### src/inc/cbi_pkg.sv
// Package for the processor system bus interface: constants and enums
//
// Contract
// - Drive 16-bit address of each access; refresh address during refresh.
// - During external master access to on-chip peripherals, address lines are inputs.
// - Data lines bidirectional; driven while processor accesses an on-chip peripheral; here driven only during processor write cycles.
// - Read strobe asserted for processor reads; input during external master access.
// - Write strobe asserted while write data valid; input during external access.
// - Memory request low while memory address valid; floated during external access.
// - I/O request low with port address on low eight lines; input externally.
// - Interrupt acknowledge asserts I/O request together with first-cycle strobe.
// - Every opcode fetch, including each byte of two-byte opcodes, asserts first-cycle.
// - Maskable acknowledge pairs first-cycle with I/O request, never memory request.
// - Evaluation mode floats the first-cycle strobe.
package cbi_pkg;
   // Cycle kinds requested by the processor core
   typedef enum logic [2:0] {
      CBI_OP_FETCH,
      CBI_OP_MEMRD,
      CBI_OP_MEMWR,
      CBI_OP_IORD,
      CBI_OP_IOWR,
      CBI_OP_INTACK,
      CBI_OP_REFRESH
   } cbi_op_t;

   // Bus sequencer states
   typedef enum logic [2:0] {
      CBI_IDLE,
      CBI_ADDR,
      CBI_STROBE,
      CBI_REFR,
      CBI_END,
      CBI_RELEASED
   } cbi_state_t;

   localparam int CBI_ADDR_W       = 16;
   localparam int CBI_DATA_W       = 8;
   localparam int CBI_PORT_W       = 8;
   localparam int CBI_STROBE_CYCLES = 2;
   localparam logic [15:0] CBI_ADDR_RST = 16'h0000;
   localparam logic [7:0]  CBI_DATA_RST = 8'h00;
endpackage : cbi_pkg

### src/design/cbi_strobe_enc.sv
// Strobe encoder: maps a cycle kind and phase to the active-low strobes
`timescale 1ns/1ps
`default_nettype none
module cbi_strobe_enc
   import cbi_pkg::*;
(
   // Cycle request
   input  wire cbi_op_t op,
   input  wire logic    strobePhase,
   input  wire logic    addrPhase,
   // Encoded strobes, active low
   output logic         memReqN,
   output logic         ioReqN,
   output logic         firstCycleN,
   output logic         readN,
   output logic         writeN
);
   wire isFetch = (op == CBI_OP_FETCH);
   wire isMem   = isFetch || (op == CBI_OP_MEMRD) || (op == CBI_OP_MEMWR)
                  || (op == CBI_OP_REFRESH);
   wire isIo    = (op == CBI_OP_IORD) || (op == CBI_OP_IOWR);
   wire isAck   = (op == CBI_OP_INTACK);
   wire isRead  = isFetch || (op == CBI_OP_MEMRD) || (op == CBI_OP_IORD);
   wire isWrite = (op == CBI_OP_MEMWR) || (op == CBI_OP_IOWR);

   // Memory request covers address and strobe phases; never in acknowledge
   assign memReqN     = ~(isMem && (addrPhase || strobePhase));
   // I/O request for port cycles and for the acknowledge
   assign ioReqN      = ~((isIo || isAck) && strobePhase);
   // First-cycle strobe on fetch and acknowledge only
   assign firstCycleN = ~((isFetch || isAck) && (addrPhase || strobePhase));
   assign readN       = ~(isRead && strobePhase);
   assign writeN      = ~(isWrite && strobePhase);
endmodule // cbi_strobe_enc
`default_nettype wire

### src/design/cbi_bus_if.sv
// Processor system bus interface: address, data and control pin drivers
`timescale 1ns/1ps
`default_nettype none
module cbi_bus_if
   import cbi_pkg::*;
#(
   parameter int ADDR_W = 16,
   parameter int DATA_W = 8
)(
   // Clock and reset
   input  wire logic              clk,
   input  wire logic              rst,
   // Processor core request side
   input  wire logic              cycleReq,
   input  wire cbi_op_t           cycleOp,
   input  wire logic [ADDR_W-1:0] cycleAddr,
   input  wire logic [DATA_W-1:0] cycleWrData,
   input  wire logic [ADDR_W-1:0] refreshAddr,
   input  wire logic              busReleaseReq,
   input  wire logic              evaluation_mode,
   output logic                   cycleDone,
   output logic [DATA_W-1:0]      cycleRdData,
   output logic                   busReleased,
   // Address lines
   input  wire logic [ADDR_W-1:0] addrLinesIn,
   output logic [ADDR_W-1:0]      addrLinesOut,
   output logic                   addrLinesOeN,
   // Data lines
   input  wire logic [DATA_W-1:0] dataLinesIn,
   output logic [DATA_W-1:0]      dataLinesOut,
   output logic                   dataLinesOeN,
   // Strobes: value and enable, enable low while driving
   input  wire logic              readNIn,
   input  wire logic              writeNIn,
   input  wire logic              ioRequestNIn,
   output logic                   readNOut,
   output logic                   writeNOut,
   output logic                   memRequestNOut,
   output logic                   ioRequestNOut,
   output logic                   firstCycleNOut,
   output logic                   ctrlOeN,
   output logic                   memRequestOeN,
   output logic                   firstCycleOeN,
   // External master view toward on-chip peripherals
   output logic [ADDR_W-1:0]      extAddr_ff,
   output logic                   extRead_ff,
   output logic                   extWrite_ff,
   output logic                   extIoReq_ff
);
   // Widths are fixed by the pin count; refuse anything else at elaboration
   if (ADDR_W != CBI_ADDR_W || DATA_W != CBI_DATA_W) begin : g_bad_width
      $error("cbi_bus_if: bus widths fixed at 16 address and 8 data bits");
   end

   cbi_state_t state_ff, nxtState;
   cbi_op_t    op_ff;
   logic [ADDR_W-1:0] addr_ff;
   logic [DATA_W-1:0] wrData_ff;
   logic [1:0]        cnt_ff;
   logic memN, ioN, m1N, rdN, wrN;

   // Sequencer phase decode
   wire inAddr    = (state_ff == CBI_ADDR);
   wire inStrobe  = (state_ff == CBI_STROBE);
   wire inRefr    = (state_ff == CBI_REFR);
   wire released  = (state_ff == CBI_RELEASED);
   wire isWrOp    = (op_ff == CBI_OP_MEMWR) || (op_ff == CBI_OP_IOWR);
   wire strobeEnd = (cnt_ff == 2'(CBI_STROBE_CYCLES - 1));

   cbi_strobe_enc u_enc (
      .op          (op_ff),
      .strobePhase (inStrobe || inRefr),
      .addrPhase   (inAddr),
      .memReqN     (memN),
      .ioReqN      (ioN),
      .firstCycleN (m1N),
      .readN       (rdN),
      .writeN      (wrN)
   );

   // Next state; release only from idle so no cycle is cut short
   always_comb begin
      nxtState = state_ff;
      unique case (state_ff)
         CBI_IDLE:     if (busReleaseReq) nxtState = CBI_RELEASED;
                       else if (cycleReq) nxtState = CBI_ADDR;
         CBI_ADDR:     nxtState = (op_ff == CBI_OP_REFRESH) ? CBI_REFR : CBI_STROBE;
         CBI_STROBE:   if (strobeEnd) nxtState = CBI_END;
         CBI_REFR:     if (strobeEnd) nxtState = CBI_END;
         CBI_END:      nxtState = CBI_IDLE;
         CBI_RELEASED: if (!busReleaseReq) nxtState = CBI_IDLE;
         default:      nxtState = CBI_IDLE; // Unused codes fall back to idle
      endcase
   end

   // Sequencer registers
   always_ff @(posedge clk) begin
      if (rst) begin
         state_ff  <= CBI_IDLE;
         op_ff     <= CBI_OP_MEMRD;
         addr_ff   <= CBI_ADDR_RST;
         wrData_ff <= CBI_DATA_RST;
         cnt_ff    <= 2'h0;
      end else begin
         state_ff <= nxtState;
         cnt_ff   <= (inStrobe || inRefr) ? cnt_ff + 2'h1 : 2'h0;
         if (state_ff == CBI_IDLE && cycleReq && !busReleaseReq) begin
            op_ff     <= cycleOp;
            addr_ff   <= cycleAddr;
            wrData_ff <= cycleWrData;
         end
      end
   end

   // Pin outputs, all registered; I/O cycles carry port on the low byte
   wire [ADDR_W-1:0] portAddr = {{(ADDR_W-CBI_PORT_W){1'b0}}, addr_ff[CBI_PORT_W-1:0]};
   wire ioCyc = (op_ff == CBI_OP_IORD) || (op_ff == CBI_OP_IOWR);
   wire [ADDR_W-1:0] nxtAddrOut = (op_ff == CBI_OP_REFRESH) ? refreshAddr
                                : ioCyc ? portAddr : addr_ff;
   wire busy = inAddr || inStrobe || inRefr;
   always_ff @(posedge clk) begin
      if (rst) begin
         addrLinesOut   <= CBI_ADDR_RST;
         addrLinesOeN   <= 1'b0;
         dataLinesOut   <= CBI_DATA_RST;
         dataLinesOeN   <= 1'b1;
         readNOut       <= 1'b1;
         writeNOut      <= 1'b1;
         memRequestNOut <= 1'b1;
         ioRequestNOut  <= 1'b1;
         firstCycleNOut <= 1'b1;
         ctrlOeN        <= 1'b0;
         memRequestOeN  <= 1'b0;
         firstCycleOeN  <= 1'b0;
         busReleased    <= 1'b0;
      end else begin
         addrLinesOut   <= busy ? nxtAddrOut : addrLinesOut;
         addrLinesOeN   <= released;
         dataLinesOut   <= wrData_ff;
         dataLinesOeN   <= ~(busy && isWrOp);
         readNOut       <= released | rdN;
         writeNOut      <= released | wrN;
         memRequestNOut <= released | memN;
         ioRequestNOut  <= released | ioN;
         firstCycleNOut <= released | m1N;
         ctrlOeN        <= released;
         memRequestOeN  <= released;
         firstCycleOeN  <= evaluation_mode;
         busReleased    <= released;
      end
   end

   // Read capture and done pulse; external master inputs sampled when released
   always_ff @(posedge clk) begin
      if (rst) begin
         cycleDone   <= 1'b0;
         cycleRdData <= CBI_DATA_RST;
         extAddr_ff  <= CBI_ADDR_RST;
         extRead_ff  <= 1'b0;
         extWrite_ff <= 1'b0;
         extIoReq_ff <= 1'b0;
      end else begin
         cycleDone   <= inStrobe && strobeEnd || inRefr && strobeEnd;
         if (inStrobe && strobeEnd && !isWrOp)
            cycleRdData <= dataLinesIn;
         extAddr_ff  <= released ? addrLinesIn : extAddr_ff;
         extRead_ff  <= released && !readNIn;
         extWrite_ff <= released && !writeNIn;
         extIoReq_ff <= released && !ioRequestNIn;
      end
   end

   // Checks
   a_ack_pairs: assert property (@(posedge clk) disable iff (rst)
      (!ioRequestNOut && !firstCycleNOut) |-> memRequestNOut)
      else $error("acknowledge drove memory request");
   a_fetch_m1: assert property (@(posedge clk) disable iff (rst)
      (inStrobe && op_ff == CBI_OP_FETCH) |=> !firstCycleNOut && !memRequestNOut)
      else $error("fetch without first-cycle");
   a_ack_io: assert property (@(posedge clk) disable iff (rst)
      (inStrobe && op_ff == CBI_OP_INTACK) |=> !ioRequestNOut && !firstCycleNOut)
      else $error("acknowledge without io request");
   a_ev_float: assert property (@(posedge clk) disable iff (rst)
      evaluation_mode |=> firstCycleOeN)
      else $error("first-cycle driven in evaluation mode");
   a_release_safe: assert property (@(posedge clk) disable iff (rst)
      $rose(addrLinesOeN) |-> $past(state_ff) == CBI_RELEASED)
      else $error("pins turned while bus owned");
   a_released_float: assert property (@(posedge clk) disable iff (rst)
      busReleased |-> memRequestOeN && ctrlOeN && addrLinesOeN)
      else $error("strobe driven while released");
   a_refresh_addr: assert property (@(posedge clk) disable iff (rst)
      (inRefr && cnt_ff == 2'h0) |=> addrLinesOut == $past(refreshAddr, 2))
      else $error("refresh address missing");
   a_write_data: assert property (@(posedge clk) disable iff (rst)
      !writeNOut |-> !dataLinesOeN)
      else $error("write strobe without data");
   a_io_read: assert property (@(posedge clk) disable iff (rst)
      (inStrobe && op_ff == CBI_OP_IORD) |=> !readNOut && !ioRequestNOut)
      else $error("io read strobes missing");
   // Turnaround, port, contention, refresh and evaluation-mode checks
   a_io_port: assert property (@(posedge clk) disable iff (rst)
      (!ioRequestNOut && firstCycleNOut) |-> addrLinesOut[ADDR_W-1:CBI_PORT_W] == '0)
      else $error("io cycle without port on low byte");
   a_release_idle: assert property (@(posedge clk) disable iff (rst)
      $rose(busReleased) |-> $past(state_ff, 2) == CBI_IDLE)
      else $error("bus released in mid-cycle");
   a_read_float: assert property (@(posedge clk) disable iff (rst)
      !readNOut |-> dataLinesOeN)
      else $error("data lines driven during read");
   a_strobe_excl: assert property (@(posedge clk) disable iff (rst)
      readNOut || writeNOut)
      else $error("read and write strobes together");
   a_refresh_quiet: assert property (@(posedge clk) disable iff (rst)
      inRefr |=> readNOut && writeNOut && firstCycleNOut)
      else $error("refresh drove a data strobe");
   a_ev_drive: assert property (@(posedge clk) disable iff (rst)
      !evaluation_mode |=> !firstCycleOeN)
      else $error("first-cycle floated outside evaluation mode");
   c_fetch: cover property (@(posedge clk) inStrobe && op_ff == CBI_OP_FETCH);
   c_ack: cover property (@(posedge clk) inStrobe && op_ff == CBI_OP_INTACK);
   c_refresh: cover property (@(posedge clk) inRefr);
   c_release: cover property (@(posedge clk) busReleased && extWrite_ff);
   c_io_write: cover property (@(posedge clk) !ioRequestNOut && !writeNOut);
endmodule // cbi_bus_if
`default_nettype wire

### config.mk
export PLATFORM = sky130hd
export DESIGN_NAME = cbi_bus_if
export DESIGN_NICKNAME = d
export VERILOG_FILES = /design/src/inc/cbi_pkg.sv /design/src/design/cbi_strobe_enc.sv /design/src/design/cbi_bus_if.sv
export SDC_FILE = /design/constraint.sdc
export NUM_CORES = 1
export LEC_CHECK = 0
export BUFFER_PORTS_ARGS = -buffer_cell sky130_fd_sc_hd__buf_2
export CAP_MARGIN = 20
export CORE_MARGIN = 2
export CORE_UTILIZATION = 52
export DETAILED_ROUTE_END_ITERATION = 10
export PLACE_DENSITY = 0.86
export REMOVE_ABC_BUFFERS = 1
export SYNTH_ARGS = -nofsm -noshare
export SYNTH_HDL_FRONTEND = slang
export SYNTH_SLANG_ARGS = --single-unit
### constraint.sdc
create_clock -name clk -period 4.39 [get_ports clk]
set_input_delay 0.6585 -clock clk [delete_from_list [all_inputs] [get_ports clk]]
set_output_delay 0.6585 -clock clk [all_outputs]
set_load 0.02 [all_outputs]
# Word-level counts from Yosys, hierarchy flattened
# Index checks and enable logic that the tools add are counted.
# word_totals
regBits	92
inputBits	75
word_cells	93
# op_classes
add_sub_neg	1
eq_ne	14
mux	8
bitwise	12
reduce_logical	37
# ops
operator	count
16-bit two-way mux	2
1-bit logical AND	14
1-bit logical OR	13
3-bit by 2-bit equality test with 1-bit output (second input constant)	4
3-bit equality test (second input constant)	4
3-bit two-way mux	4
3-bit case mux with 4 select lines	1
1-bit inverter	7
3-bit by 1-bit equality test with 1-bit output (second input constant)	2
3-bit logical NOT	2
1-bit logical NOT	5
1-bit bitwise OR	5
2-bit OR reduction	2
3-bit inequality test (second input constant)	1
3-bit AND reduction	1
2-bit by 1-bit adder with 2-bit output (second input constant)	1
2-bit by 1-bit equality test with 1-bit output (second input constant)	1
2-bit by 1-bit inequality test with 1-bit output (second input constant)	1
2-bit inequality test (second input constant)	1
1-bit two-way mux	1

# Longest topological paths before layout
# Gate-level depths: netlist (run 1).
# logic_depth
depth_word	7
depth_mapped	6
ltp_nobuf	5

# Hierarchy
# From an unflattened synthesis (run 1), not the netlist that was laid out.
# unflattened
hier_cells	403
area_unflattened_um2	3708.6
# by_module_without_submodules
module	n_inst	cells_each	area_per_inst_um2	seq_area_each_um2
cbi_bus_if	1	392	3631.0	1841.8
cbi_strobe_enc	1	11	77.6	0.0

# Worst setup path after synthesis (run 1)
# Ideal clock, no wire load.
# synth_timing
kind	input to register
from	input cycleReq
to	register state_ff[0]
t_arrival_ns	1.649
required_ns	4.269
path_slack_ns	2.621
stages	4
path_buffers	1
cell_sequence	clkbuf_1 -> nor4_1 -> a211oi_1 -> mux2_2
# synth_via
elab_chain_len	2
# synth_rtl
item	line	source
start: declaration	cbi_bus_if.sv:14	input wire logic cycleReq,
3-bit inequality test (no line)	n/a	
3-bit AND reduction (no line)	n/a	
end signal: assignment	cbi_bus_if.sv:105	state_ff <= nxtState;
end: declaration	cbi_bus_if.sv:55	cbi_state_t state_ff, nxtState;
# No other way between the ends.
# A chain may end at the register's enable or synchronous reset.

# Worst setup path in the final report (run 1)
# layout_timing
from	register state_ff[0]
to	register op_ff[2]
# layout_via
elab_chain_len	3
# layout_rtl
item	line	source
3-bit logical NOT	cbi_bus_if.sv:107	if (state_ff == CBI_IDLE && cycleReq && !busReleaseReq) begin
1-bit logical AND (2 in series)	cbi_bus_if.sv:107	
end signal: assignment	cbi_bus_if.sv:108	op_ff <= cycleOp;
end: declaration	cbi_bus_if.sv:56	cbi_op_t op_ff;
# No other way between the ends.

==> flow_summary.json, run 1 <==
{
  "hold_violations": 0,
  "vias_per_cell": 5.437,
  "ant_nets": 0,
  "wire_per_inst_um": 14.12,
  "pin_count": 138,
  "fin_skew_ns": 0.01210,
  "postCtsSetupBuffers": 0,
  "crit_path_end_kind": "register",
  "synthFlopType": "dfxtp_1",
  "grt_pass1_wl_um": 12370,
  "n_antenna_cell": 0,
  "yosysWarnings": 0,
  "start_kind": "register",
  "cts_buffers": 9,
  "drt_drc_violations_left": 0,
  "cp_slowest_stage_delay_ns": 1.00,
  "critical_path_peak_fanout": 27,
  "worstPathCellList": "or4_1 > o21ai_0 > a21oi_1",
  "hp-class": "register to register",
  "async_flop_share": 0,
  "clk_latency_ns": 0.36,
  "reg2regPathDepth": 3,
  "ir_drop_mv": 0.2405,
  "drt_iter0_markers": 153,
  "timing.rr.end": "op_ff[2]",
  "fin_tns_setup_ns": 0,
  "rsz0062_at_grt": "false",
  "slew_headroom": 0.3583,
  "timing.final.crit_share": 0.4607,
  "netlist_instances": 365,
  "tightest_slew_ns": 0.9626,
  "grt_max_degree": 61,
  "clock_path_buffers": 2,
  "row_count": 30,
  "required_ns": 4.60,
  "fp.dieH_um": 86.43,
  "fin_crit_ns": 2.023,
  "setup_violations": 0,
  "grt_overflow": 0,
  "synth_seq_cells": 92,
  "status": "complete, no violations",
  "grt.total_usage": 0.2101,
  "critPathKind": "register to register",
  "die_width_um": 86.43,
  "synth.top_cell.area_share": 0.5212,
  "holdPathStages": 1,
  "drv_slew": 0,
  "antenna_found_initial": 0,
  "first_pass_iters": 4,
  "synth_edf_count": 0,
  "postCtsHoldBufs": 0,
  "powerDensity_mw_per_mm2": 546.8,
  "drv_cap": 0,
  "vias": 3072,
  "drive_gt1_frac": 0.3340,
  "syn_area_sq_mm": 0.003533,
  "gp_congestion": 0.8114,
  "syn_area_per_cell_sq_um": 9.681,
  "ys_types": 43,
  "cp_slowest_cell": "or4_1",
  "coreArea_sq_mm": 0.006681,
  "rr_startpoint": "state_ff[0]",
  "dp_slack_ns": 2.165,
  "hold_start": "cnt_ff[0]",
  "arrival_ns": 2.24,
  "synth_area_leaders": "dfxtp_1, mux2i_1, nand3_1",
  "port_buffers": 137,
  "routed_wl_um": 7975,
  "synth.largest_area_cell": "dfxtp_1",
  "setup_slack_ns": 2.367,
  "dpl.hpwl_um": 5524,
  "p_leak_nw": 1.851,
  "cts_num_sinks": 92,
  "r2r_slack_ns": 2.37,
  "worstHoldEndpoint": "cnt_ff[0]",
  "cts_resized": 0,
  "nNetsFinal": 556,
  "grt_pass1_vias": 2754,
  "fmax_ghz": 0.4944,
  "syn_to_final_growth_pct": 23.62,
  "clk_pin_slew_worst_paths_ns": 0.09,
  "cts-htree-levels": 3,
  "fill_cells": 555,
  "die-area_sq_mm": 0.007470,
  "yosysSeqAreaShare": 0.5212,
  "initial_core_util": 0.5288,
  "cts_tree": "done",
  "root_buffer": "clkbuf_8"
}
## placed cells by master (no fill, tap or decap), types with 3 or more instances in the layout
cell type | Yosys | routed
buf_2 | 10 | 137
dfxtp_1 | 92 | 92
nand3_1 | 31 | 31
a21oi_1 | 27 | 27
nor2_1 | 24 | 24
nand2b_1 | 19 | 19
o21ai_1 | 17 | 17
a211oi_1 | 16 | 16
mux2i_1 | 16 | 16
a22o_1 | 16 | 16
nor2b_1 | 10 | 10
clkbuf_8 | 0 | 10
nand2_1 | 9 | 9
o21ai_0 | 7 | 7
a32oi_1 | 7 | 7
inv_1 | 5 | 5
nand3b_1 | 4 | 4
o21ai_2 | 3 | 3
buf_4 | 6 | 3
## routing by layer
metal / track usage / up-vias / part of all wire
li1: - / 1523 / -
met1: 0.2441 / 1430 / 0.42
met2: 0.3622 / 104 / 0.50
met3: 0.05048 / 15 / 0.061
met4: 0.1023 / 0 / 0.022
met5: 0 / - / 0
## stage by stage
stage | power (mW) | hold slack [ns] | util | cell area [sq um] | std cells
global route | 2.525 | 0.4385 | 0.6537 | 4368 | 565
CTS | 2.404 | 0.4302 | 0.6537 | 4368 | 565
global placement | 1.753 | 0.4053 | 0.6187 | 4134 | 548
floorplan | 1.535 | 0.3974 | - | 3333 | 329
detailed placement | 1.778 | 0.4154 | 0.6199 | 4141 | 549
finish | 2.388 | 0.4267 | 0.6537 | 4368 | 565
## cell usage after synthesis (7+ instances only)
master	count
a211oi_1	16
a21oi_1	27
a22o_1	16
a32oi_1	7
buf_2	10
clkbuf_1	12
dfxtp_1	92
mux2i_1	16
nand2_1	9
nand2b_1	19
nand3_1	31
nor2_1	24
nor2b_1	10
o21ai_0	7
o21ai_1	17
## report_power, final
part           switching (mW)  internal (mW)  total [mW]
sequential              0.105          0.975        1.08
combinational           0.424          0.256       0.680
clock                   0.290          0.339       0.628
## state kept, by name (all words and copies together) (netlist names), 3 cells and up
signal and flops:
extAddr_ff 16, state_ff 3, addrLinesOut 16, addr_ff 16, cycleRdData 8, wrData_ff 8, dataLinesOut 8, op_ff 3
## cells by family (layout without fill, tap and decap cells)
| kind of cell | after synthesis | count (layout) | synth area share |
|---|---|---|---|
| simple gates | 110 | 110 | 0.1696 |
| compound gates | 101 | 101 | 0.1891 |
| flops | 92 | 92 | 0.5212 |
| buf+inv | 42 | 162 | 0.06303 |
| mux | 17 | 17 | 0.04851 |
| xor+xnor | 2 | 2 | 0.004958 |
| fa+ha+maj | 1 | 1 | 0.003541 |
## critical path, delay by kind of cell, from the launching register on
family / cells / cell delay [ns]
compound gates: 2 / 0.42
flops: 1 / 0.46
simple gates: 1 / 1.00
## layout make-up
type	count	area [sq um]	share of cell area
Clock inverter	5	85.08	0.01948
Inverter	6	22.52	0.005156
Timing Repair Buffer	140	708.2	0.1621
Sequential cell	92	1842	0.4217
Multi-Input combinational cell	231	1469	0.3363
Tap cell	80	100.1	0.02292
Clock buffer	11	141.4	0.03237
## worst max path at each step
stage                        from      endpoint  slack [ns]  depth (start not counted)
finish                state_ff[0]      op_ff[2]        2.37                          3
detailed placement  busReleaseReq  wrData_ff[0]        2.17                          4
global route          state_ff[2]   addr_ff[15]        2.15                          3
floorplan           busReleaseReq   addr_ff[15]        2.56                          3
global placement    busReleaseReq  wrData_ff[2]        2.20                          4
CTS                   state_ff[2]      op_ff[2]        2.37                          3
(Power assumes the default switching activity.)
==> run 2: changes to the inputs <==
--- a/config.mk
+++ b/config.mk
@@ -8,9 +8,9 @@
 export BUFFER_PORTS_ARGS = -buffer_cell sky130_fd_sc_hd__buf_2
 export CAP_MARGIN = 20
 export CORE_MARGIN = 2
-export CORE_UTILIZATION = 52
+export CORE_UTILIZATION = 48
 export DETAILED_ROUTE_END_ITERATION = 10
-export PLACE_DENSITY = 0.86
+export PLACE_DENSITY = 0.8
 export REMOVE_ABC_BUFFERS = 1
 export SYNTH_ARGS = -nofsm -noshare
 export SYNTH_HDL_FRONTEND = slang
==> constraint.sdc (replaced) <==
create_clock -name clk -period 1.9 [get_ports clk]
set_input_delay 0.285 -clock clk [delete_from_list [all_inputs] [get_ports clk]]
set_output_delay 0.285 -clock clk [all_outputs]
set_load 0.02 [all_outputs]
==> flow_summary.json, run 2 (synthesized netlist as in run 1, its figures left out) <==
{
  "clk_pin_slew_worst_paths_ns": 0.09,
  "cts_resized": 0,
  "die_width_um": 89.80,
  "cp_slowest_cell": "or4_1",
  "critPathTopFamily": "simple AND/OR/NAND/NOR gates",
  "crit_path_end_kind": "register",
  "rr_startpoint": "state_ff[2]",
  "clk_latency_ns": 0.35,
  "fmax_ghz": 0.6292,
  "slew_headroom": 0.4093,
  "fill_cells": 616,
  "total_power_mw": 5.630,
  "rsz0062_at_grt": "false",
  "cts_num_sinks": 92,
  "setup_violations": 0,
  "worstPathCellList": "or4_1 > buf_4 > o21ai_0 > a21oi_1",
  "path_depth": 4,
  "dpl.hpwl_um": 5647,
  "grtUsageMet2": 0.3239,
  "drv_cap": 0,
  "gp_congestion": 0.7610,
  "port_buffers": 137,
  "postCtsSetupBuffers": 0,
  "arrival_ns": 1.82,
  "nNetsFinal": 567,
  "layout_common_cells": "buf_2, dfxtp_1, nand3_1",
  "critical_path_peak_fanout": 27,
  "p_leak_nw": 1.908,
  "first_pass_iters": 4,
  "status": "complete, no violations",
  "critPathBufInv": 1,
  "reg2regPathDepth": 4,
  "vias_per_cell": 5.178,
  "initial_core_util": 0.4924,
  "grt_pass1_vias": 2925,
  "grt.total_usage": 0.2075,
  "cp_slowest_stage_delay_ns": 0.50,
  "coreArea_sq_mm": 0.007176,
  "drv_slew": 0,
  "drt_iter0_markers": 206,
  "timing.rr.end": "wrData_ff[3]",
  "grt_overflow": 0,
  "fin_skew_ns": 0.008828,
  "routed_wl_um": 8341,
  "cts_buffers": 9,
  "ant_nets": 0,
  "fp.dieH_um": 89.80,
  "final_common_cell": "buf_2",
  "powerDensity_mw_per_mm2": 1255,
  "fin_crit_ns": 1.589,
  "hp-class": "input pin to register",
  "largestRegisters": "addrLinesOut x16, addr_ff x16, extAddr_ff x16",
  "row_count": 31,
  "antenna_found_initial": 1,
  "holdWs_ns": 0.09226,
  "tightest_slew_ns": 0.8851,
  "critPathKind": "register to register",
  "r2r_slack_ns": 0.31,
  "pin_count": 138,
  "timing.final.crit_share": 0.8365,
  "grt_busiest_layer": "met2",
  "cts-htree-levels": 3,
  "timing.critical_path.to": "wrData_ff[3]",
  "fin_tns_setup_ns": 0,
  "grt_pass1_wl_um": 13830,
  "cts_tree": "done",
  "required_ns": 2.13,
  "drive_gt1_frac": 0.3488,
  "drt_drc_violations_left": 0,
  "vias": 3086,
  "clock_path_buffers": 2,
  "wire_per_inst_um": 13.99,
  "grtUsageMet1": 0.2707,
  "postCtsHoldBufs": 0,
  "die-area_sq_mm": 0.008063,
  "root_buffer": "clkbuf_8",
  "met3_usage": 0.05448,
  "fin_util": 0.6255,
  "ir_drop_mv": 0.6164,
  "start_kind": "register",
  "hold_violations": 0,
  "grt_max_degree": 77,
  "syn_to_final_growth_pct": 27.02,
  "startpoint": "state_ff[2]"
}
## run 2: cell types whose count changed in the layout (fill, tap and decap cells not counted), sizes merged
cell / previous run / this run
clkinvlp: 1 / 2
clkinv: 3 / 1
buf: 140 / 151
inv: 5 / 6
diode: 0 / 1
## run 2: metal layers
metal  part of all wire  wire [um]
met5                  0          0
met1               0.44       3644
met3              0.057        475
met4              0.023        193
met2               0.48       4027
## run 2: area by class of cell
| cell class | count | area [sq um] | share of cell area |
|---|---|---|---|
| sequential | 92 | 1842 | 0.4104 |
| multi-input combinational | 231 | 1469 | 0.3273 |
| timing repair buffer | 151 | 803.3 | 0.1790 |
| clock buffer | 11 | 141.4 | 0.03150 |
| tap | 99 | 123.9 | 0.02760 |
| clock inverter | 5 | 83.83 | 0.01868 |
| inverter | 6 | 22.52 | 0.005018 |
| antenna | 1 | 2.502 | 0.0005576 |
## run 2: worst min path at each step
stage	startpoint	to	slack [ns]	depth (start not counted)
final	writeNIn	extWrite_ff	0.09	2
after global routing	writeNIn	extWrite_ff	0.06	2
after CTS	writeNIn	extWrite_ff	0.07	2
after detailed placement	cnt_ff[0]	cnt_ff[0]	0.41	1
after global placement	cnt_ff[0]	cnt_ff[0]	0.41	1
after floorplan	rst	addr_ff[0]	0.35	1
## run 2: stage by stage
step	std cells	setup slack (ns)	cell area, sq um
2_1_floorplan	329	0.2051	3333
3_3_place_gp	579	0.3847	4260
3_5_place_dp	579	0.3156	4260
4_1_cts	595	0.2938	4486
5_1_grt	596	0.1177	4488
6_report	596	0.3106	4488
## run 2: report_power, final
group          switching, mW  leakage [nW]  internal, mW
logic                   1.06          1.05         0.671
registers              0.182         0.748          2.25
clock network          0.681         0.106         0.783
